## src/rtl/gpio_consts.svh

```systemverilog
// Register offsets, reset values and field positions of the GPIO port block
`ifndef GPIO_CONSTS_SVH
`define GPIO_CONSTS_SVH
`define ADDR_W          5
`define OFF_DATA_A      5'h00
`define OFF_DATA_B      5'h01
`define OFF_DATA_C      5'h02
`define OFF_DATA_D      5'h03
`define OFF_DIR_A       5'h04
`define OFF_DIR_B       5'h05
`define OFF_DIR_C       5'h06
`define OFF_DIR_D       5'h07
`define OFF_WAKE_EN     5'h08
`define OFF_DRIVE_LOW   5'h09
`define OFF_DRIVE_HIGH  5'h0a
`define OFF_HALT_CTRL   5'h0b
`define OFF_IRQ_STATUS  5'h0c
`define OFF_IRQ_MASK    5'h0d
`define RST_DIR         8'hff
`define RST_WAKE_EN     8'h00
`define RST_DRIVE       8'h00
`define RST_DATA        8'h00
`define BIT_IRQ_WAKE    0
`define BIT_IRQ_EDGE    1
`define DRV_B_HI_POS    6
`define DRV_B_LO_POS    4
`define DRV_A_HI_POS    2
`define DRV_A_LO_POS    0
`define DRV_C_HI_POS    2
`define DRV_C_LO_POS    0
`endif

```

## src/rtl/gpio_pkg.sv

```systemverilog
// Types shared by the GPIO port block
package gpio_pkg;
   typedef enum logic [1:0] {
      DRIVE_LEVEL0,
      DRIVE_LEVEL1,
      DRIVE_LEVEL2,
      DRIVE_LEVEL3
   } drive_level_t;
   typedef enum logic {
      RUN_MODE,
      HALT_MODE
   } power_state_t;
endpackage

```

## src/rtl/gpio_direction_wake_drive.sv

```systemverilog
// GPIO port with direction control, port A wake-up and drive level selects
// Operation
// - Falling edge on enabled pin wakes halted core
// - Eight wake enables, one per pin, reset zero
// - Wake only for input pins while halted
// - Direction one is input, zero output
// - One direction bit per pin, changeable anytime
// - Input pin reads actual pin level
// - Output pin reads output latch value
// - Output latch holds until rewritten
// - Two-bit code selects drive level 0..3
// - Drive select affects only output pins
// - Low drive register groups ports A and B
// - High drive register groups port C pins
`timescale 1ns/1ns
`include "gpio_consts.svh"
module gpio_direction_wake_drive #(
   parameter int PORT_W = 8
) (
   input  wire logic                 sys_clk,
   input  wire logic                 rst_n,
   input  wire logic [`ADDR_W-1:0]   bus_addr,
   input  wire logic [7:0]           bus_wdata,
   input  wire logic                 bus_wr,
   input  wire logic                 bus_rd,
   output logic      [7:0]           bus_rdata,
   input  wire logic [PORT_W-1:0]    pin_a_in,
   input  wire logic [PORT_W-1:0]    pin_b_in,
   input  wire logic [PORT_W-1:0]    pin_c_in,
   input  wire logic [PORT_W-1:0]    pin_d_in,
   output logic      [PORT_W-1:0]    pin_a_out,
   output logic      [PORT_W-1:0]    pin_b_out,
   output logic      [PORT_W-1:0]    pin_c_out,
   output logic      [PORT_W-1:0]    pin_d_out,
   output logic      [PORT_W-1:0]    pin_a_oe_n,
   output logic      [PORT_W-1:0]    pin_b_oe_n,
   output logic      [PORT_W-1:0]    pin_c_oe_n,
   output logic      [PORT_W-1:0]    pin_d_oe_n,
   output logic      [2*PORT_W-1:0]  drive_a_level,
   output logic      [2*PORT_W-1:0]  drive_b_level,
   output logic      [2*PORT_W-1:0]  drive_c_level,
   output logic                      halted,
   output logic                      wake_req,
   output logic                      irq
);

   // Synchroniser stages, first stage feeds only the second
   logic [PORT_W-1:0] sync1_a, sync1_b, sync1_c, sync1_d;
   logic [PORT_W-1:0] sync2_a, sync2_b, sync2_c, sync2_d;
   logic [PORT_W-1:0] prev_a;             // Previous synced port A sample

   // Register state
   logic [PORT_W-1:0] data_a_reg, data_b_reg, data_c_reg, data_d_reg;
   logic [PORT_W-1:0] dir_a_reg, dir_b_reg, dir_c_reg, dir_d_reg;
   logic [7:0]        wake_en_reg;        // Port A wake enables
   logic [7:0]        drive_low_reg;      // Ports A and B drive selects
   logic [7:0]        drive_high_reg;     // Port C selects plus reserved
   logic [1:0]        irq_status_reg;     // Sticky events
   logic [1:0]        irq_mask_reg;       // Interrupt enables
   gpio_pkg::power_state_t pwr_reg;       // Run or halted
   logic              wake_reg;           // Wake request pulse
   logic [7:0]        rdata_reg;          // Read data, one cycle later

   // Next values
   logic [PORT_W-1:0] data_a_next, data_b_next, data_c_next, data_d_next;
   logic [PORT_W-1:0] dir_a_next, dir_b_next, dir_c_next, dir_d_next;
   logic [7:0]        wake_en_next, drive_low_next, drive_high_next;
   logic [1:0]        irq_status_next, irq_mask_next;
   gpio_pkg::power_state_t pwr_next;
   logic              wake_next;
   logic [7:0]        rdata_next;

   // Derived signals
   logic [PORT_W-1:0] fall_a;             // Falling edges on port A
   logic [PORT_W-1:0] wake_hit;           // Edges qualified for wake
   logic [1:0]        events;             // Event set terms

   // Pin synchronisers and edge history
   always_ff @(posedge sys_clk or negedge rst_n) begin
      if (!rst_n) begin
         sync1_a <= '0;
         sync1_b <= '0;
         sync1_c <= '0;
         sync1_d <= '0;
         sync2_a <= '0;
         sync2_b <= '0;
         sync2_c <= '0;
         sync2_d <= '0;
         prev_a  <= '0;
      end else begin
         sync1_a <= pin_a_in;
         sync1_b <= pin_b_in;
         sync1_c <= pin_c_in;
         sync1_d <= pin_d_in;
         sync2_a <= sync1_a;
         sync2_b <= sync1_b;
         sync2_c <= sync1_c;
         sync2_d <= sync1_d;
         prev_a  <= sync2_a;
      end
   end

   // Edge detect on synchronised samples
   always_comb begin
      fall_a   = prev_a & ~sync2_a;
      // Enabled, input, and core halted
      wake_hit = fall_a & wake_en_reg & dir_a_reg
                 & {PORT_W{pwr_reg == gpio_pkg::HALT_MODE}};
   end

   // Read mux: input pins give level, output pins give latch
   function automatic logic [PORT_W-1:0] port_read(
      input logic [PORT_W-1:0] dir,
      input logic [PORT_W-1:0] latch,
      input logic [PORT_W-1:0] level
   );
      port_read = (dir & level) | (~dir & latch);
   endfunction

   // Next state of registers, power state and read data
   always_comb begin
      data_a_next     = data_a_reg;
      data_b_next     = data_b_reg;
      data_c_next     = data_c_reg;
      data_d_next     = data_d_reg;
      dir_a_next      = dir_a_reg;
      dir_b_next      = dir_b_reg;
      dir_c_next      = dir_c_reg;
      dir_d_next      = dir_d_reg;
      wake_en_next    = wake_en_reg;
      drive_low_next  = drive_low_reg;
      drive_high_next = drive_high_reg;
      irq_mask_next   = irq_mask_reg;
      pwr_next        = pwr_reg;
      wake_next       = 1'b0;
      rdata_next      = 8'h00;
      events          = 2'b00;
      // Write decode
      if (bus_wr) begin
         unique case (bus_addr)
            `OFF_DATA_A:     data_a_next     = bus_wdata;
            `OFF_DATA_B:     data_b_next     = bus_wdata;
            `OFF_DATA_C:     data_c_next     = bus_wdata;
            `OFF_DATA_D:     data_d_next     = bus_wdata;
            `OFF_DIR_A:      dir_a_next      = bus_wdata;
            `OFF_DIR_B:      dir_b_next      = bus_wdata;
            `OFF_DIR_C:      dir_c_next      = bus_wdata;
            `OFF_DIR_D:      dir_d_next      = bus_wdata;
            `OFF_WAKE_EN:    wake_en_next    = bus_wdata;
            `OFF_DRIVE_LOW:  drive_low_next  = bus_wdata;
            `OFF_DRIVE_HIGH: drive_high_next = bus_wdata;
            `OFF_HALT_CTRL: begin
               // Writing bit 0 high halts the core
               if (bus_wdata[0]) pwr_next = gpio_pkg::HALT_MODE;
            end
            `OFF_IRQ_MASK:   irq_mask_next   = bus_wdata[1:0];
            default: ;
         endcase
      end
      // Read decode, unmapped reads return zero
      if (bus_rd) begin
         unique case (bus_addr)
            `OFF_DATA_A:     rdata_next = port_read(dir_a_reg, data_a_reg,
                                                    sync2_a);
            `OFF_DATA_B:     rdata_next = port_read(dir_b_reg, data_b_reg,
                                                    sync2_b);
            `OFF_DATA_C:     rdata_next = port_read(dir_c_reg, data_c_reg,
                                                    sync2_c);
            `OFF_DATA_D:     rdata_next = port_read(dir_d_reg, data_d_reg,
                                                    sync2_d);
            `OFF_DIR_A:      rdata_next = dir_a_reg;
            `OFF_DIR_B:      rdata_next = dir_b_reg;
            `OFF_DIR_C:      rdata_next = dir_c_reg;
            `OFF_DIR_D:      rdata_next = dir_d_reg;
            `OFF_WAKE_EN:    rdata_next = wake_en_reg;
            `OFF_DRIVE_LOW:  rdata_next = drive_low_reg;
            `OFF_DRIVE_HIGH: rdata_next = drive_high_reg;
            `OFF_HALT_CTRL:  rdata_next = {7'h00,
                                 pwr_reg == gpio_pkg::HALT_MODE};
            `OFF_IRQ_STATUS: rdata_next = {6'h00, irq_status_reg};
            `OFF_IRQ_MASK:   rdata_next = {6'h00, irq_mask_reg};
            default:         rdata_next = 8'h00;
         endcase
      end
      // Any qualified edge ends the halt with one wake pulse
      if (pwr_reg == gpio_pkg::HALT_MODE && |wake_hit) begin
         pwr_next  = gpio_pkg::RUN_MODE;
         wake_next = 1'b1;
      end
      events[`BIT_IRQ_WAKE] = pwr_reg == gpio_pkg::HALT_MODE && |wake_hit;
      events[`BIT_IRQ_EDGE] = |(fall_a & wake_en_reg & dir_a_reg);
      // Write one to clear, set wins over clear
      irq_status_next = irq_status_reg;
      if (bus_wr && bus_addr == `OFF_IRQ_STATUS)
         irq_status_next = irq_status_reg & ~bus_wdata[1:0];
      irq_status_next = irq_status_next | events;
   end

   // Register update
   always_ff @(posedge sys_clk or negedge rst_n) begin
      if (!rst_n) begin
         data_a_reg     <= `RST_DATA;
         data_b_reg     <= `RST_DATA;
         data_c_reg     <= `RST_DATA;
         data_d_reg     <= `RST_DATA;
         dir_a_reg      <= `RST_DIR;
         dir_b_reg      <= `RST_DIR;
         dir_c_reg      <= `RST_DIR;
         dir_d_reg      <= `RST_DIR;
         wake_en_reg    <= `RST_WAKE_EN;
         drive_low_reg  <= `RST_DRIVE;
         drive_high_reg <= `RST_DRIVE;
         irq_status_reg <= 2'h0;
         irq_mask_reg   <= 2'h0;
         pwr_reg        <= gpio_pkg::RUN_MODE;
         wake_reg       <= 1'b0;
         rdata_reg      <= 8'h00;
      end else begin
         data_a_reg     <= data_a_next;
         data_b_reg     <= data_b_next;
         data_c_reg     <= data_c_next;
         data_d_reg     <= data_d_next;
         dir_a_reg      <= dir_a_next;
         dir_b_reg      <= dir_b_next;
         dir_c_reg      <= dir_c_next;
         dir_d_reg      <= dir_d_next;
         wake_en_reg    <= wake_en_next;
         drive_low_reg  <= drive_low_next;
         drive_high_reg <= drive_high_next;
         irq_status_reg <= irq_status_next;
         irq_mask_reg   <= irq_mask_next;
         pwr_reg        <= pwr_next;
         wake_reg       <= wake_next;
         rdata_reg      <= rdata_next;
      end
   end

   // Per-pin drive level: group field when output and in a group, else level 0
   function automatic logic [2*PORT_W-1:0] drive_map(
      input logic [PORT_W-1:0] dir,
      input logic [1:0]        hi_sel,
      input logic [1:0]        lo_sel,
      input logic [PORT_W-1:0] hi_pins,
      input logic [PORT_W-1:0] lo_pins
   );
      drive_map = '0;
      for (int i = 0; i < PORT_W; i++) begin
         if (!dir[i] && hi_pins[i]) drive_map[2*i +: 2] = hi_sel;
         if (!dir[i] && lo_pins[i]) drive_map[2*i +: 2] = lo_sel;
      end
   endfunction

   // Output pin and drive registers
   always_ff @(posedge sys_clk or negedge rst_n) begin
      if (!rst_n) begin
         pin_a_out     <= '0;
         pin_b_out     <= '0;
         pin_c_out     <= '0;
         pin_d_out     <= '0;
         pin_a_oe_n    <= '1;
         pin_b_oe_n    <= '1;
         pin_c_oe_n    <= '1;
         pin_d_oe_n    <= '1;
         drive_a_level <= '0;
         drive_b_level <= '0;
         drive_c_level <= '0;
         halted        <= 1'b0;
         wake_req      <= 1'b0;
         irq           <= 1'b0;
         bus_rdata     <= 8'h00;
      end else begin
         pin_a_out     <= data_a_reg;
         pin_b_out     <= data_b_reg;
         pin_c_out     <= data_c_reg;
         pin_d_out     <= data_d_reg;
         pin_a_oe_n    <= dir_a_reg;
         pin_b_oe_n    <= dir_b_reg;
         pin_c_oe_n    <= dir_c_reg;
         pin_d_oe_n    <= dir_d_reg;
         drive_a_level <= drive_map(dir_a_reg,
            drive_low_reg[`DRV_A_HI_POS +: 2],
            drive_low_reg[`DRV_A_LO_POS +: 2], 8'hf0, 8'h0f);
         drive_b_level <= drive_map(dir_b_reg,
            drive_low_reg[`DRV_B_HI_POS +: 2],
            drive_low_reg[`DRV_B_LO_POS +: 2], 8'h70, 8'h0b);
         drive_c_level <= drive_map(dir_c_reg,
            drive_high_reg[`DRV_C_HI_POS +: 2],
            drive_high_reg[`DRV_C_LO_POS +: 2], 8'h70, 8'h0f);
         halted        <= pwr_reg == gpio_pkg::HALT_MODE;
         wake_req      <= wake_reg;
         irq           <= |(irq_status_next & irq_mask_next);
         bus_rdata     <= rdata_next;
      end
   end

endmodule // gpio_direction_wake_drive

```

## config.mk

```make
export PLATFORM = sky130hd
export DESIGN_NAME = gpio_direction_wake_drive
export DESIGN_NICKNAME = d
export VERILOG_FILES = /design/src/rtl/gpio_pkg.sv /design/src/rtl/gpio_direction_wake_drive.sv
export VERILOG_INCLUDE_DIRS = /design/src /design/src/rtl
export SDC_FILE = /design/constraint.sdc
export NUM_CORES = 1
export LEC_CHECK = 0
export BUFFER_PORTS_ARGS = -buffer_cell sky130_fd_sc_hd__buf_2
export CORE_MARGIN = 2
export CORE_UTILIZATION = 50
export CTS_BUF_LIST = sky130_fd_sc_hd__clkbuf_4
export DETAILED_ROUTE_END_ITERATION = 16
export MAX_ROUTING_LAYER = met4
export PLACE_DENSITY = 0.72
export SLEW_MARGIN = 10
export SYNTH_ARGS = -nofsm -noshare
export SYNTH_HDL_FRONTEND = slang
export SYNTH_SLANG_ARGS = --single-unit
```

## constraint.sdc

```tcl
create_clock -name sys_clk -period 4 [get_ports sys_clk]
set_clock_uncertainty 0.15 [all_clocks]
set_input_delay 0.2 -clock sys_clk [delete_from_list [all_inputs] [get_ports sys_clk]]
set_output_delay 0.2 -clock sys_clk [all_outputs]
set_load 0.02 [all_outputs]
```

### After elaboration in Yosys (flattened, before gate mapping)

Cells that the tools add are included.

* output and inout port bits: 123
* bits in latches: 0
* bits in registers: 283
* logic and storage cells: 129
* bits in writable memories: 0
* memories kept: 0
* memory bits (read-only): 0
* input port bits: 49

* equality and inequality tests: 13
* add/subtract/negate cells: 0
* mux-type cells: 31
* bitwise gates (word level): 25
* $mul: 0
* $lt $le $gt $ge: 0
* divide/modulo/power cells: 0
* shifts and indexed selects: 0
* reductions and logical operators: 21

Operators with widths (number)
* 8-bit one-hot mux with 14 select lines: 1
* 8-bit AND: 12
* 2-bit 2-to-1 mux: 24
* 8-bit NOT: 5
* 8-bit OR: 4
* 5-bit by 4-bit == test with 1-bit output (second input constant): 6
* 2-bit AND reduction: 11
* 5-bit by 3-bit == test with 1-bit output (second input constant): 4
* 8-bit OR reduction: 2
* 5-bit by 2-bit == test with 1-bit output (second input constant): 2
* 8-bit 2-to-1 mux: 1
* 2-bit nonzero test: 3
* 5-bit by 1-bit == test with 1-bit output (second input constant): 1
* 5-bit logical NOT: 1
* 1-bit 2-to-1 mux: 5
* 2-bit AND: 2
* 3-bit AND reduction: 1
* 1-bit logical AND: 2
* 2-bit NOT: 1
* 2-bit OR: 1
* 2-bit OR reduction: 1

### Longest topological paths before layout

* depth in word-level cells: 10
* gate-level depth with buffers: 8
* depth with buffers taken out: 5

### Worst setup path after synthesis

OpenSTA, ideal clock, no wires.

* path type: input port to flip-flop
* start point: input bus_addr[0]
* end point: register drive_low_reg[0]
* stages on the path: 7
* arrival: 1.407 ns
* required time: 3.725 ns
* setup time: 0.125 ns
* path buffers: 3
* path slack: 2.318 ns
* path through: buf_4 -> nor2b_1 -> buf_4 -> and2_1 -> buf_2 -> nand2_2 -> mux2_2

* longest elaborated chain between the ends: 2

Ends and longest elaborated chain
* start: declaration: RTL line gpio_direction_wake_drive.sv:22 `` input wire logic [`ADDR_W-1:0] bus_addr, ``
* 5-bit by 4-bit == test with 1-bit output: RTL line gpio_direction_wake_drive.sv:140 `unique case (bus_addr)`
* 2-bit AND reduction (no line)
* end signal: assignment: RTL line gpio_direction_wake_drive.sv:211 `` drive_low_reg <= `RST_DRIVE; ``
* end signal: assignment: RTL line gpio_direction_wake_drive.sv:228 `drive_low_reg <= drive_low_next;`
* end: declaration: RTL line gpio_direction_wake_drive.sv:56 `logic [7:0] drive_low_reg;`

No other way between the ends.
A chain may end at the register's enable or synchronous reset.

### Worst setup path after layout

* start point: input bus_addr[0]
* end point: register bus_rdata[3]

* longest elaborated chain between the ends: 3
* elaborated cells on any way between the ends: 16
* those cells by class: eq/ne (13); mux (2); reduce/logical (1)

Ends and longest elaborated chain
* 5-bit by 4-bit == test with 1-bit output (tied with other cells): RTL line gpio_direction_wake_drive.sv:162 `unique case (bus_addr)`
* 8-bit one-hot mux with 14 select lines (*): RTL line gpio_direction_wake_drive.sv:162
* 8-bit 2-to-1 mux (*): RTL line gpio_direction_wake_drive.sv:161 `if (bus_rd) begin`
* net rdata_next[3]: RTL line gpio_direction_wake_drive.sv:71 `logic [7:0] rdata_next;`
* end signal: assignment: RTL line gpio_direction_wake_drive.sv:292 `bus_rdata <= rdata_next;`
* end: declaration: RTL line gpio_direction_wake_drive.sv:26 `output logic [7:0] bus_rdata,`

The timed path passes the listed nets; every way through them passes the cells marked *.

==> metrics <==
die height 144 um; worst vdd ir between 300 and 400 uV; placed cells approximately 1000; root buffer cell clkbuf_4; Max Cap Viol 0; Post-Syn Area 0.00981 mm^2; vias in the first global route 6726; global-route wire length before repair between 30000 and 40000 um; H-tree Lvls 3; distinct cell type count after synthesis 46; number of flip-flops in the largest register 16; # setup viols final 0; Seq pwr share about half; DIE AREA between 0.02 and 0.025 mm^2; Sw Share roughly 29%; CP Capture Type flip-flop; post-cts resize count 0; Clk pwr share about a third; Setup TNS Final 0 ns; DR DRC count 0; Peak Freq between 400 and 500 MHz; most frequent cells in the layout dfrtp_1, buf_2, clkbuf_4; Initial Utilization between 50% and 60%; largest reg by FF count drive_a_level; clk slew on worst S/H paths 0.07 ns; Critical Path AT approximately 2.8 ns; ANT nets after route 0; CTS tree yes; row count between 50 and 60; layout net count 953; final WL 24300 um; internal power ~5200 uW; die width 144 um; CTS Buffer Depth 3; Final Wtd Congestion 0.900; most common cell after layout, fill and taps aside dfrtp_1; slew at the pin closest to its max-slew limit 0.810 ns; GRT overflow 0; P&R area growth vs syn 27.5%; clk sinks around 280; clk_lat worst skew 0.70 ns; switching power 2090 uW; Top Registers drive_a_level x16, drive_c_level x14, drive_b_level x12; Worst EP required between 4 and 5 ns; CP bufs+invs 2; kind of critical path input port to flip-flop; synthesized flop and latch total ~280; status finished, final reports clean; Final period util between 50% and 60%; slowest stage delay, CP ~0.64 ns; CP max stage cell nor2b_1; largest net degree at the start of global routing between 100 and 150; pre-CTS setup slack between 1.5 and 2 ns; routed len/inst roughly 20 um; RSZ-0062 raised after global routing no; Hold Slack 0.0386 ns; delay-heaviest family, CP simple AND/OR/NAND/NOR gates; asr flop ratio synth 100%; Synth Flop Type dfrtp_1; vias per cell 5.25; gr usage total approximately a quarter; Gate power share around 14%; drt initial violations around 510; Leakage Power 0.00594 uW; Max Slew Vio Count 0; Syn. warnings 0; synthesized instance count a little over 600; Top Ports 172; DP HPWL about 16000 um; Num CTS Buffers between 70 and 80; Worst Hold Class input port to flip-flop; vias ~6400; relative slew slack 46.0%; CP Cell Sequence dlygate4sd3_1, buf_2, nor2b_1, and2_1, a22oi_1, and3_1, a41oi_1; Final Hold Viols 0; initial antenna violation count 1; startpoint types input port; minimum period implied by the final worst setup slack between 2 and 2.5 ns; EDFF count, synth 0; PnR worst setup slack between 1.5 and 2 ns; CORE AREA roughly 0.019 mm^2; Syn Area/Cell around 16 um^2; CP Max Fanout 11; I/O Buffers about 170; layout cells sized above 1 46.0%; First-pass DRT Iterations 5; Final Non-Filler Cells approximately 1200; pwr/cell area 585 mW/mm^2; register area share after synthesis around 73%
[metrics by stage]
stage | total power, uW | cell area (um^2) | util [%]
6_report | 7320 | 12500 | 64.7
5_1_grt | 7670 | 12500 | 64.7
2_1_floorplan | 4280 | 9830 | -
3_5_place_dp | 4800 | 10900 | 56.3
4_1_cts | 7390 | 12500 | 64.7
3_3_place_gp | 4770 | 10900 | 56.3
[metal layers]
| layer | GRT usage, % | vias up | share of wire (%) |
|---|---|---|---|
| met5 | - | - | 0 |
| met4 | 9.39 | 0 | 2.2 |
| met3 | 4.97 | 55 | 5.6 |
| met2 | 40.5 | 277 | 51 |
| met1 | 31.4 | 3314 | 41 |
| li1 | - | 2797 | - |
[power by group through the flow]
stage	sequential, uW	clock (uW)	combinational [uW]
CTS	3750	2570	1070
finish	3740	2510	1060
global route	3800	2730	1140
global placement	3770	0	995
detailed placement	3790	0	1020
floorplan	3940	0	345
[cells by family (layout without fill, tap and decap cells)]
kind of cell | count (synthesis) | in the layout | synth area share, %
AOI/OAI and AO/OA | 64 | 64 | 4.97
buffers and inverters | 34 | 370 | 1.73
DFF | 283 | 283 | 73.0
muxes | 112 | 112 | 12.6
other | 1 | 8 | 0.0382
and+or+nand+nor | 125 | 125 | 7.69
[worst paths after layout]
kind / startpoint / end / slack [ns] / cells past startpoint
min in group asynchronous: rst_n / drive_low_reg[5]$_DFFE_PN0P_ / 0.05 / 2
hold reg to reg: sync1_c[3]$_DFF_PN0_ / sync2_c[3]$_DFF_PN0_ / 0.20 / 0
setup reg to reg: dir_b_reg[4]$_DFFE_PN1P_ / bus_rdata[4]$_DFF_PN0_ / 2.06 / 4
max in group asynchronous: rst_n / dir_d_reg[2]$_DFFE_PN1P_ / 2.59 / 3
hold / removal: pin_c_in[3] / sync1_c[3]$_DFF_PN0_ / 0.04 / 2
setup / recovery: bus_addr[0] / bus_rdata[3]$_DFF_PN0_ / 1.61 / 7
[timing repair]
item                                    4_1_cts  5_1_grt
setup buffers                                 0        0
hold buffers                                 66        0
endpoints found under the hold margin       239        0
endpoints found under the setup margin        0        0
[Yosys cell counts, types with 2 or more instances]
cell type | instances | area, um^2
nand2_1 | 13 | 48.8
a2111oi_0 | 3 | 26.3
buf_2 | 7 | 35.0
a31oi_1 | 5 | 31.3
mux2i_1 | 22 | 220
nand2b_1 | 2 | 12.5
nand3_1 | 12 | 60.1
nor2b_1 | 44 | 275
inv_1 | 5 | 18.8
o2111ai_1 | 8 | 70.1
o2bb2ai_1 | 5 | 43.8
nand2_2 | 3 | 18.8
a41oi_1 | 3 | 26.3
dfstp_2 | 64 | 1680
buf_4 | 9 | 67.6
a22o_1 | 2 | 17.5
nand4b_1 | 8 | 70.1
o32ai_1 | 4 | 35.0
dfrtp_1 | 219 | 5480
mux2_2 | 90 | 1010
nor3b_1 | 6 | 45.0
a221oi_1 | 5 | 43.8
clkbuf_1 | 13 | 48.8
o211ai_1 | 2 | 15.0
and3_1 | 5 | 31.3
o21ai_0 | 9 | 45.0
nand4_1 | 2 | 12.5
and2_1 | 5 | 31.3
a211oi_1 | 6 | 45.0
a22oi_1 | 4 | 30.0
nor2_1 | 16 | 60.1
a21oi_1 | 4 | 20.0
[cell type report]
cell class                      instances  area, um^2
Fill cell                            1402        6820
Inverter                                5        18.8
Antenna cell                            2        5.00
Clock inverter                         27         183
Multi-Input combinational cell        307        2500
Sequential cell                       283        7160
Clock buffer                          103         773
Timing Repair Buffer                  235        1540
Tap cell                              265         332
Power figures use the tool's default switching activity.
